## src/design/autoneg_advert_pkg.sv

```systemverilog
// Package of offsets, field positions and reset values for the advert register
package autoneg_advert_pkg;

   localparam int          REG_ADDR_W        = 5;
   // Register offsets (register index on the management port)
   localparam logic [4:0]  ADDR_ADVERT       = 5'h04;
   localparam logic [4:0]  ADDR_AN_CONTROL   = 5'h10;
   localparam logic [4:0]  ADDR_AN_STATUS    = 5'h11;

   // Field positions of the advertisement register
   localparam int          BIT_NEXT_PAGE     = 15;
   localparam int          BIT_ACK           = 14;
   localparam int          BIT_REMOTE_FAULT  = 13;
   localparam int          BIT_RESERVED      = 12;
   localparam int          BIT_ASYM_PAUSE    = 11;
   localparam int          BIT_PAUSE         = 10;
   localparam int          BIT_T4            = 9;
   localparam int          BIT_TX_FD         = 8;
   localparam int          BIT_TX_HD         = 7;
   localparam int          SEL_MSB           = 4;

   // Field positions of the local control register
   localparam int          CTL_SOFT_RESET    = 0;
   localparam int          CTL_RESTART_AN    = 1;
   localparam int          CTL_POWER_DOWN    = 2;
   localparam int          CTL_AN_ENABLE     = 3;
   localparam int          CTL_FORCE_1000    = 4;
   localparam int          CTL_FULL_DUPLEX   = 5;
   localparam int          CTL_ADV_1000      = 6;

   // Reset values
   localparam logic [15:0] ADVERT_HW_RESET   = 16'h0181;
   localparam logic [4:0]  SELECTOR_RESET    = 5'h01;
   localparam logic [6:0]  CONTROL_RESET     = 7'h48;

endpackage : autoneg_advert_pkg

```

## src/design/autoneg_advert_register.sv

```systemverilog
// Auto-negotiation advertisement register with staged update and control bits
`timescale 1ns/100ps
`default_nettype none

module autoneg_advert_register
   import autoneg_advert_pkg::*;
(
   input  wire logic        sys_clk,            // 40 MHz system clock
   input  wire logic        srst,               // Hardware reset, active high
   input  wire logic [4:0]  regAddr,            // Register index
   input  wire logic [15:0] regWrData,          // Write data
   input  wire logic        regWr,              // Write strobe
   input  wire logic        regRd,              // Read strobe
   input  wire logic        strap_asym_pause_default, // Asym pause strap
   input  wire logic        strap_sym_pause_default,  // Pause strap
   input  wire logic        copperLinkUp,       // Copper link status
   output logic [15:0]      regRdData,          // Read data, cycle after read
   output logic [15:0]      advertWord,         // Code word to negotiation
   output logic             anEnableEff,        // Negotiation runs
   output logic             advGigFull,         // Gigabit full duplex offered
   output logic             advGigHalf,         // Gigabit half duplex offered
   output logic             autoNextPages,      // Send required next pages
   output logic             anRestart,          // One-cycle restart pulse
   output logic             softResetOut        // One-cycle soft reset pulse
);

   localparam int NSTAGED = 8;

   // Local control register and its event trackers
   logic [6:0]  control;
   logic        powerDownQ;
   logic        linkUpQ;
   logic        swResetQ;

   // Reset tracker and fields that bypass staging
   logic        hwInitDone;
   logic        pt4;
   logic [4:0]  selector;

   // Decode of accesses
   wire         wrAdvert  = regWr && (regAddr == ADDR_ADVERT);
   wire         wrControl = regWr && (regAddr == ADDR_AN_CONTROL);

   // Control events written by software
   wire         softResetReq = wrControl && regWrData[CTL_SOFT_RESET];
   wire         restartReq   = wrControl && regWrData[CTL_RESTART_AN];
   wire         nextPowerDown = wrControl ? regWrData[CTL_POWER_DOWN]
                                          : control[CTL_POWER_DOWN];

   // Update events: exit from power down and copper link loss are edges
   wire         wakeEvent = powerDownQ && !control[CTL_POWER_DOWN];
   wire         linkLoss  = linkUpQ && !copperLinkUp;
   wire         applyEvent = swResetQ || restartReq || wakeEvent
                             || linkLoss;

   // Staged bits in order 15,13,12,11,10,8,7; plus one spare slot unused
   wire [NSTAGED-1:0] stagedWr;
   wire [NSTAGED-1:0] stagedData;
   wire [NSTAGED-1:0] stagedReset;
   wire [NSTAGED-1:0] stagedLoad;
   wire [NSTAGED-1:0] stagedPend;
   wire [NSTAGED-1:0] stagedLive;

   // Slot of each staged bit in the vectors above
   localparam int IDX_NP = 0;
   localparam int IDX_RF = 1;
   localparam int IDX_RS = 2;
   localparam int IDX_AP = 3;
   localparam int IDX_PA = 4;
   localparam int IDX_FD = 5;
   localparam int IDX_HD = 6;
   localparam int IDX_SP = 7;

   // Field slices for the staged bits
   assign stagedData = {1'b0,
                        regWrData[BIT_TX_HD],
                        regWrData[BIT_TX_FD],
                        regWrData[BIT_PAUSE],
                        regWrData[BIT_ASYM_PAUSE],
                        regWrData[BIT_RESERVED],
                        regWrData[BIT_REMOTE_FAULT],
                        regWrData[BIT_NEXT_PAGE]};

   // Seven cells take writes; the spare slot never does
   assign stagedWr   = {1'b0, {(NSTAGED-1){wrAdvert}}};

   // Straps are caught one cycle after hardware reset release
   assign stagedLoad  = {NSTAGED{!hwInitDone}};
   assign stagedReset = {1'b0,
                         ADVERT_HW_RESET[BIT_TX_HD],
                         ADVERT_HW_RESET[BIT_TX_FD],
                         strap_sym_pause_default,
                         strap_asym_pause_default,
                         ADVERT_HW_RESET[BIT_RESERVED],
                         ADVERT_HW_RESET[BIT_REMOTE_FAULT],
                         ADVERT_HW_RESET[BIT_NEXT_PAGE]};

   // One staged cell per update-on-event bit
   staged_bit #(.RESET_VALUE(1'b0)) u_np (
      .sys_clk    (sys_clk),
      .srst       (srst),
      .loadReset  (stagedLoad[IDX_NP]),
      .resetValue (stagedReset[IDX_NP]),
      .wrEn       (stagedWr[IDX_NP]),
      .wrData     (stagedData[IDX_NP]),
      .applyEvent (applyEvent),
      .pending    (stagedPend[IDX_NP]),
      .active     (stagedLive[IDX_NP])
   );

   staged_bit #(.RESET_VALUE(1'b0)) u_rf (
      .sys_clk    (sys_clk),
      .srst       (srst),
      .loadReset  (stagedLoad[IDX_RF]),
      .resetValue (stagedReset[IDX_RF]),
      .wrEn       (stagedWr[IDX_RF]),
      .wrData     (stagedData[IDX_RF]),
      .applyEvent (applyEvent),
      .pending    (stagedPend[IDX_RF]),
      .active     (stagedLive[IDX_RF])
   );

   staged_bit #(.RESET_VALUE(1'b0)) u_rs (
      .sys_clk    (sys_clk),
      .srst       (srst),
      .loadReset  (stagedLoad[IDX_RS]),
      .resetValue (stagedReset[IDX_RS]),
      .wrEn       (stagedWr[IDX_RS]),
      .wrData     (stagedData[IDX_RS]),
      .applyEvent (applyEvent),
      .pending    (stagedPend[IDX_RS]),
      .active     (stagedLive[IDX_RS])
   );

   staged_bit #(.RESET_VALUE(1'b0)) u_ap (
      .sys_clk    (sys_clk),
      .srst       (srst),
      .loadReset  (stagedLoad[IDX_AP]),
      .resetValue (stagedReset[IDX_AP]),
      .wrEn       (stagedWr[IDX_AP]),
      .wrData     (stagedData[IDX_AP]),
      .applyEvent (applyEvent),
      .pending    (stagedPend[IDX_AP]),
      .active     (stagedLive[IDX_AP])
   );

   staged_bit #(.RESET_VALUE(1'b0)) u_pa (
      .sys_clk    (sys_clk),
      .srst       (srst),
      .loadReset  (stagedLoad[IDX_PA]),
      .resetValue (stagedReset[IDX_PA]),
      .wrEn       (stagedWr[IDX_PA]),
      .wrData     (stagedData[IDX_PA]),
      .applyEvent (applyEvent),
      .pending    (stagedPend[IDX_PA]),
      .active     (stagedLive[IDX_PA])
   );

   staged_bit #(.RESET_VALUE(1'b1)) u_fd (
      .sys_clk    (sys_clk),
      .srst       (srst),
      .loadReset  (stagedLoad[IDX_FD]),
      .resetValue (stagedReset[IDX_FD]),
      .wrEn       (stagedWr[IDX_FD]),
      .wrData     (stagedData[IDX_FD]),
      .applyEvent (applyEvent),
      .pending    (stagedPend[IDX_FD]),
      .active     (stagedLive[IDX_FD])
   );

   staged_bit #(.RESET_VALUE(1'b1)) u_hd (
      .sys_clk    (sys_clk),
      .srst       (srst),
      .loadReset  (stagedLoad[IDX_HD]),
      .resetValue (stagedReset[IDX_HD]),
      .wrEn       (stagedWr[IDX_HD]),
      .wrData     (stagedData[IDX_HD]),
      .applyEvent (applyEvent),
      .pending    (stagedPend[IDX_HD]),
      .active     (stagedLive[IDX_HD])
   );

   // Spare slot tied off so the vectors stay a round width
   assign stagedPend[IDX_SP] = 1'b0;
   assign stagedLive[IDX_SP] = 1'b0;

   // Hardware-reset tracker: the straps are sampled once after release
   always_ff @(posedge sys_clk) begin
      if (srst) begin
         hwInitDone <= 1'b0;
      end else begin
         hwInitDone <= 1'b1;
      end
   end

   // T4 bit writes take effect at once and survive software reset
   always_ff @(posedge sys_clk) begin
      if (srst) begin
         pt4 <= ADVERT_HW_RESET[BIT_T4];
      end else if (wrAdvert) begin
         pt4 <= regWrData[BIT_T4];
      end
   end

   // Selector is not staged either and keeps its value over soft reset
   always_ff @(posedge sys_clk) begin
      if (srst) begin
         selector <= SELECTOR_RESET;
      end else if (wrAdvert) begin
         selector <= regWrData[SEL_MSB:0];
      end
   end

   // Control register; reset and restart bits self-clear
   always_ff @(posedge sys_clk) begin
      if (srst) begin
         control <= CONTROL_RESET;
      end else begin
         if (wrControl) begin
            control <= regWrData[6:0];
         end
         control[CTL_SOFT_RESET] <= 1'b0;
         control[CTL_RESTART_AN] <= 1'b0;
         control[CTL_POWER_DOWN] <= nextPowerDown;
      end
   end

   // Delayed copies for edge events; link copy starts low, no false loss
   always_ff @(posedge sys_clk) begin
      if (srst) begin
         powerDownQ <= 1'b0;
         linkUpQ    <= 1'b0;
         swResetQ   <= 1'b0;
      end else begin
         powerDownQ <= control[CTL_POWER_DOWN];
         linkUpQ    <= copperLinkUp;
         swResetQ   <= softResetReq;
      end
   end

   // Forced gigabit keeps negotiation alive with one duplex only
   wire forced1000 = !control[CTL_AN_ENABLE] && control[CTL_FORCE_1000];
   wire next_gigFull = forced1000 ? control[CTL_FULL_DUPLEX]
                                  : control[CTL_ADV_1000];
   wire next_gigHalf = forced1000 && !control[CTL_FULL_DUPLEX];

   // Code word sent: 10/100 bits dropped in forced gigabit mode
   wire [15:0] next_advert = {stagedLive[IDX_NP],
                              1'b0,
                              stagedLive[IDX_RF],
                              stagedLive[IDX_RS],
                              stagedLive[IDX_AP],
                              stagedLive[IDX_PA],
                              pt4 && !forced1000,
                              stagedLive[IDX_FD] && !forced1000,
                              stagedLive[IDX_HD] && !forced1000,
                              2'b00,
                              selector};

   // Software view shows pending values
   wire [15:0] advertView = {stagedPend[IDX_NP],
                             1'b0,
                             stagedPend[IDX_RF],
                             stagedPend[IDX_RS],
                             stagedPend[IDX_AP],
                             stagedPend[IDX_PA],
                             pt4,
                             stagedPend[IDX_FD],
                             stagedPend[IDX_HD],
                             2'b00,
                             selector};

   // Status view: link, forced gigabit, power down, negotiation on
   wire [15:0] statusView = {12'h000, copperLinkUp, forced1000,
                             control[CTL_POWER_DOWN], anEnableEff};

   // Read mux; unmapped indices read as zero
   wire [15:0] next_rdData =
      (regAddr == ADDR_ADVERT)     ? advertView :
      (regAddr == ADDR_AN_CONTROL) ? {9'h000, control} :
      (regAddr == ADDR_AN_STATUS)  ? statusView : 16'h0000;

   // Read data stands one cycle after the strobe, zero otherwise
   always_ff @(posedge sys_clk) begin
      if (srst) begin
         regRdData <= 16'h0000;
      end else begin
         regRdData <= regRd ? next_rdData : 16'h0000;
      end
   end

   // Live code word toward negotiation
   always_ff @(posedge sys_clk) begin
      if (srst) begin
         advertWord <= ADVERT_HW_RESET;
      end else begin
         advertWord <= next_advert;
      end
   end

   // Negotiation levels; next pages follow gigabit, not bit 15
   always_ff @(posedge sys_clk) begin
      if (srst) begin
         anEnableEff   <= 1'b1;
         advGigFull    <= 1'b1;
         advGigHalf    <= 1'b0;
         autoNextPages <= 1'b1;
      end else begin
         anEnableEff   <= control[CTL_AN_ENABLE] || forced1000;
         advGigFull    <= next_gigFull;
         advGigHalf    <= next_gigHalf;
         autoNextPages <= next_gigFull || next_gigHalf;
      end
   end

   // One-cycle pulses toward the negotiation engine
   always_ff @(posedge sys_clk) begin
      if (srst) begin
         anRestart    <= 1'b0;
         softResetOut <= 1'b0;
      end else begin
         anRestart    <= applyEvent;
         softResetOut <= swResetQ;
      end
   end

endmodule : autoneg_advert_register
`default_nettype wire

```

## src/design/staged_bit.sv

```systemverilog
// One staged advertisement bit: written value pending until an update event
`timescale 1ns/100ps
`default_nettype none

module staged_bit #(
   parameter logic RESET_VALUE = 1'b0           // Value after reset
) (
   input  wire logic sys_clk,                   // System clock
   input  wire logic srst,                      // Synchronous reset
   input  wire logic loadReset,                 // Take resetValue now
   input  wire logic resetValue,                // Value taken on loadReset
   input  wire logic wrEn,                      // Software write of this bit
   input  wire logic wrData,                    // Written value
   input  wire logic applyEvent,                // Update event: pending goes live
   output logic      pending,                   // Software view of the bit
   output logic      active                     // Value used by negotiation
);

   // Pending follows writes; active copies pending only on an event
   always_ff @(posedge sys_clk) begin
      if (srst) begin
         pending <= RESET_VALUE;
         active  <= RESET_VALUE;
      end else if (loadReset) begin
         pending <= resetValue;
         active  <= resetValue;
      end else begin
         if (wrEn) begin
            pending <= wrData;
         end
         // A write in the event cycle goes live at once
         if (applyEvent) begin
            active <= wrEn ? wrData : pending;
         end
      end
   end

endmodule : staged_bit
`default_nettype wire

```

## config.mk

```make
export PLATFORM = sky130hd
export DESIGN_NAME = autoneg_advert_register
export DESIGN_NICKNAME = d
export VERILOG_FILES = /design/src/design/autoneg_advert_pkg.sv /design/src/design/autoneg_advert_register.sv /design/src/design/staged_bit.sv
export SDC_FILE = /design/constraint.sdc
export NUM_CORES = 1
export LEC_CHECK = 0
export BUFFER_PORTS_ARGS = -buffer_cell sky130_fd_sc_hd__buf_2
export CORE_ASPECT_RATIO = 1.4
export CORE_MARGIN = 2
export CORE_UTILIZATION = 45
export CTS_CLUSTER_DIAMETER = 80
export DETAILED_ROUTE_END_ITERATION = 12
export PLACE_DENSITY = 0.71
export RECOVER_POWER = 25
export SLEW_MARGIN = 0
export SYNTH_ARGS = -nofsm -noshare
export SYNTH_HDL_FRONTEND = slang
export SYNTH_HIERARCHICAL = 1
export SYNTH_SLANG_ARGS = --single-unit
```

## constraint.sdc

```tcl
create_clock -name sys_clk -period 2.8 [get_ports sys_clk]
set_input_delay 0.42 -clock sys_clk [delete_from_list [all_inputs] [get_ports sys_clk]]
set_output_delay 0.42 -clock sys_clk [all_outputs]
set_load 0.005 [all_outputs]
```

==> results of run 1 <==
## logic make-up (layout without fill, tap and decap cells)
kind of cell	after synthesis	in the layout	share of synthesized area
flops	63	63	0.540
simple gates	85	85	0.245
mux	10	10	0.0434
compound gates	39	39	0.116
buf+inv	21	88	0.0520
other cells	2	14	0.00321
## per-stage QoR
stage	util	instance area [sq um]	worst slack, ns	hold WS, ns
after floorplan	-	2380	0.783	0.418
after global placement	0.533	2710	0.518	0.433
after detailed placement	0.533	2710	0.527	0.435
after CTS	0.565	2870	0.888	0.325
after global routing	0.564	2870	0.708	0.344
final	0.564	2870	0.872	0.334
## report_power, final
| group | switching, uW | internal [uW] |
|---|---|---|
| registers | 8.00 | 919 |
| logic | 66.4 | 49.1 |
| clock network | 308 | 359 |
## registers in the layout, summed over array words and instances, names as in the netlist, 5 cells and up
register	count
regRdData	15
control	5
advertWord	13
selector	5
## area by class of cell
type,count,area share
clock inverters,1,0.00175
flip-flops and latches,63,0.440
well taps,66,0.0288
repair buffers,63,0.112
inverters,11,0.0144
clock buffers,13,0.0554
multi-input cells,148,0.348
## cells in the final DEF (no fill, tap or decap), drive strengths merged, types with 2 or more instances in the layout
master / Yosys / layout
dfxtp: 63 / 63
a31o: 2 / 2
nor4: 2 / 2
a211o: 2 / 2
a21oi: 4 / 4
nand2b: 5 / 5
a22o: 3 / 3
conb: 2 / 14
mux2i: 9 / 9
inv: 11 / 11
clkbuf: 2 / 15
buf: 8 / 61
nor2b: 18 / 18
o221ai: 5 / 5
a32o: 2 / 2
nor3b: 3 / 3
and2: 10 / 10
nor2: 7 / 7
o21ai: 13 / 13
nor3: 3 / 3
nand3: 6 / 6
a211oi: 7 / 7
or3b: 6 / 6
nand2: 14 / 14
nor4b: 2 / 2
or4b: 6 / 6
## final timing paths
| kind | start | end | depth (start not counted) |
|---|---|---|---|
| setup / recovery | regAddr[0] | u_pa/active$_SDFFE_PP0P_ | 7 |
| hold / removal | regWrData[6] | control[6]$_SDFFE_PP1N_ | 3 |
| setup reg to reg | control[2]$_SDFFE_PP0N_ | u_np/active$_SDFFE_PP0P_ | 5 |
| hold reg to reg | u_fd/active$_SDFFE_PP1P_ | advertWord[8]$_SDFF_PP1_ | 2 |
## worst min-delay path: cells and delay by family
family | cells | cell delay (ns)
simple gates | 2 | 0.13
buf+inv | 1 | 0.08
## routing by layer
layer | vias up | wire length, microns | share of wire | GRT usage
li1 | 904 | - | - | -
met1 | 816 | 2010 | 0.42 | 0.198
met2 | 46 | 2410 | 0.51 | 0.301
met3 | 13 | 216 | 0.045 | 0.0441
met4 | 0 | 115 | 0.024 | 0.122
met5 | - | 0 | 0 | 0
==> results.txt, run 1 <==
outcome - finished, final reports clean
largest cells by area after synthesis - dfxtp_1 (54%), mux2i_1 (3.9%), nor2b_1 (3.5%)
Top FF cell, synth - dfxtp_1
antenna violations before repair - 0
Ports - 66
CP arrival - 2.13 ns
Core ar. - 5080 sq um
Slew Limit Headroom - 0.465
Finished Layout Cells - 365
Seq/Total Area, Yosys - 0.540
clock tree sinks - 63
DRT antenna net count - 0
Yosys top cell area share - 0.540
CTS tree - built
DR WL/cell - 13.0 microns
Crit Path Max Fanout - 8
Detailed Place HPWL - 3250 microns
number of hold buffers added after CTS - 0
critical path cell sequence - buf_2 -> nor4b_4 -> nand2b_1 -> inv_1 -> buf_4 -> mux2i_1 -> o221ai_1
Netlist cell types - 36
largest area contributor in the netlist - dfxtp_1
grt ovf - 0
setup bufs post-CTS - 0
max incr delay on CP - 0.45 ns
critical path's top delay family - simple AND/OR/NAND/NOR gates
# placed instances - 351
Die X - 64.9 microns
die height - 89.3 microns
number of synthesized flops with an enable pin - 0
# diodes - 0
sum of negative setup slack - 0 ns
DR vias/cell - 4.87
Setup CP Type - in2reg
Sequential Area - 1260 sq um
Slowest-stage cell, CP - nor4b_4
crit path time final - 1.93 ns
clock-pin slew on the worst setup and hold paths - 0.06 ns
PwrDens - 596 nW/um^2
Clock Tree Buf Depth - 2
fin nets - 324
vias in the first global route - 1,680
Syn Inst Count - 220
Mapped Area - 2340 sq um
max cap viols - 0
final wirelength - 4750 microns
port bufs - 60
Initial Util - 0.460
Critical path buffers and inverters - 3
share of post-route cells with drive strength above 1 - 0.278
final hold violation count - 0
CP Capture Type - flip-flop
first-pass GRT wire length - 7580 microns
final worst-path cycle share - 0.689
Multi-input gate area - 998 sq um
Slew @ Worst Pin - 0.802 ns
Root Driver - clkbuf_8
Synth Register Bits - 63
Required @ worst endpoint - 3.00 ns
routability-driven placement congestion ratio - 0.861
fmax - 0.519 GHz
Die ar. - 5790 sq um
slack of the worst reg-to-reg path - 0.91 ns
mean cell area of the mapped netlist - 10.6 sq um
startpoint types - input pin
fill count - 475
Post-synth top cells - dfxtp_1 (63), nand2_1 (14), nor2b_1 (13), o21ai_0 (13), inv_1 (11)
cell with the most instances after synthesis - dfxtp_1
via count - 1,779
HP Class - in2reg
Overall Global Routing Usage - 0.178
row cnt - 31
pin count of the biggest net entering global routing - 49
max-slew violations - 0
Pleak - 0.00125 uW
Post-CTS Resized - 0
clock insertion delay at the later pin of the skew report - 0.33 ns
DRC viols - 0
DR iter-0 viols - 104
overall power - 1710 uW
Peak VDD IR - 0.392 mV
Layout Skew - 0.00569 ns
P&R area growth vs syn - 22.8%
Yosys Warn Count - 6
CTS Buf Count - 9
setup violators final - 0
drt first pass iters - 4
post-synthesis async set-or-reset flop share - 0
htree depth - 3
RSZ-0062 raised after global routing - no
(Power assumes the default switching activity.)
==> run 2, diff against run 1 <==
--- a/config.mk
+++ b/config.mk
@@ -11,7 +11,7 @@
 export CORE_UTILIZATION = 45
 export CTS_CLUSTER_DIAMETER = 80
 export DETAILED_ROUTE_END_ITERATION = 12
-export PLACE_DENSITY = 0.71
+export PLACE_DENSITY = 0.73
 export RECOVER_POWER = 25
 export SLEW_MARGIN = 0
 export SYNTH_ARGS = -nofsm -noshare
==> constraint.sdc (replaced) <==
create_clock -name sys_clk -period 1.65 [get_ports sys_clk]
set_input_delay 0.2475 -clock sys_clk [delete_from_list [all_inputs] [get_ports sys_clk]]
set_output_delay 0.2475 -clock sys_clk [all_outputs]
set_load 0.005 [all_outputs]
==> results.txt, run 2 (synthesis gave the netlist of run 1 again) <==
via count - 1,839
Largest register FFs - 15
clock-pin slew on the worst setup and hold paths - 0.06 ns
fin nets - 344
Clock Power Share - 0.394
htree depth - 3
critical path launch point - control[2]$_SDFFE_PP0N_
CP Capture Type - flip-flop
Setup CP Type - reg2reg
grt ovf - 0
Clock Tree Buf Depth - 2
P&R area growth vs syn - 31.3%
Overall Global Routing Usage - 0.183
crit path to - u_ap/active$_SDFFE_PP0P_
Slew @ Worst Pin - 0.762 ns
overall power - 2970 uW
Root Driver - clkbuf_8
Finished Layout Cells - 387
CTS tree - built
DR iter-0 viols - 125
sum of negative setup slack - 0 ns
Pleak - 0.00137 uW
commonest non-fill, non-tap cell in the layout - dfxtp_1
Net Sw Frac - 0.230
setup violators final - 0
Die ar. - 5790 sq um
final worst-path cycle share - 0.956
vias in the first global route - 1,741
pin count of the biggest net entering global routing - 35
Detailed Place HPWL - 3490 microns
max cap viols - 0
crit path time final - 1.58 ns
DR vias/cell - 4.75
slack of the worst reg-to-reg path - 0.07 ns
routability-driven placement congestion ratio - 0.872
DP Area - 2870 sq um
Crit Path Max Fanout - 11
first-pass GRT wire length - 7850 microns
worst r2r path cells - 6
port bufs - 60
switching power - 684 uW
drt first pass iters - 5
final hold slack - 0.178 ns
CP arrival - 1.82 ns
worst hold start - regWrData[3]
HP Class - in2reg
clock tree sinks - 63
Slew Limit Headroom - 0.492
outcome - finished, final reports clean
Peak VDD IR - 0.743 mV
DR WL/cell - 12.7 microns
startpoint types - flip-flop
fill count - 444
die height - 89.3 microns
clock insertion delay at the later pin of the skew report - 0.33 ns
most frequent cells in the layout - dfxtp_1 (62), buf_2 (59), buf_4 (20), nand2_1 (14), conb_1 (14)
row cnt - 31
final wirelength - 4930 microns
DRT antenna net count - 0
post-route design area - 3070 sq um
Critical R2R Launch - control[2]$_SDFFE_PP0N_
Initial Util - 0.460
fmax - 0.634 GHz
# placed instances - 371
Logic pwr share - 0.077
PwrDens - 969 nW/um^2
Ports - 66
WHS Path Cells - 3
RSZ-0062 raised after global routing - yes
DRC viols - 0
biggest regs - regRdData x15, advertWord x13
Required @ worst endpoint - 1.90 ns
# diodes - 0
largest register by flop count - regRdData
share of post-route cells with drive strength above 1 - 0.346
final hold violation count - 0
CTS Buf Count - 9
antenna violations before repair - 0
Layout Skew - 0.00540 ns
R2R Path End - u_ap/active$_SDFFE_PP0P_
Core ar. - 5080 sq um
Die X - 64.9 microns
internal power - 2290 uW
max-slew violations - 0
part of the power in registers - 0.529
==> run 2: changes by cell type in the layout (fill, tap and decap cells not counted), sizes merged <==
cell / change
buf: +20
clkinv: +1
clkinvlp: +1
==> run 2: repair_timing <==
action	in CTS	in global routing
endpoints found under the setup margin	4	6
pin swaps	0	2
hold buffers	0	0
resized for setup	1	5
setup buffers	0	0
endpoints found under the hold margin	0	0
==> run 2: metrics by stage <==
step / setup slack, ns / util
final: 0.0729 / 0.604
after global routing: 0.000496 / 0.604
after CTS: 0.0540 / 0.601
after detailed placement: -0.0940 / 0.565
after global placement: -0.0715 / 0.565
after floorplan: -0.0944 / -
==> run 2: power by group through the flow <==
| stage | registers (uW) | clock network [uW] | logic (uW) |
|---|---|---|---|
| after floorplan | 1610 | 0 | 124 |
| after global placement | 1610 | 0 | 220 |
| after detailed placement | 1610 | 0 | 223 |
| after CTS | 1570 | 1200 | 225 |
| after global routing | 1580 | 1280 | 253 |
| final | 1570 | 1170 | 228 |
==> run 2: worst min-delay path by stage <==
stage	to	slack [ns]
final	selector[3]$_SDFFE_PP0P_	0.18
after global placement	advertWord[15]$_SDFF_PP0_	0.44
after floorplan	u_ap/pending$_SDFF_PP0_	0.32
after global routing	selector[3]$_SDFFE_PP0P_	0.18
after CTS	selector[3]$_SDFFE_PP0P_	0.17
after detailed placement	advertWord[13]$_SDFF_PP0_	0.44
==> run 2: routing by layer <==
metal / up-vias / part of all wire / global-route usage
met5: - / 0 / 0
met4: 0 / 0.023 / 0.0986
met3: 9 / 0.053 / 0.0479
met2: 61 / 0.50 / 0.325
met1: 821 / 0.42 / 0.199
li1: 948 / - / -
==> run 2: cell type report <==
type                    count  area [sq um]  share of cell area
flip-flops and latches     63          1260               0.412
multi-input cells         148          1020               0.333
repair buffers             83           484               0.158
clock buffers              13           159              0.0518
well taps                  66          82.6              0.0269
inverters                  11          41.3              0.0135
clock inverters             3          17.5             0.00571
==> run 2: critical path: stages, from the launching register on <==
cell,delay [ns]
dfxtp_2,0.33
inv_1,0.05
a221oi_2,0.28
nand2_1,0.10
buf_6,0.15
or4b_1,0.51
o221ai_1,0.08
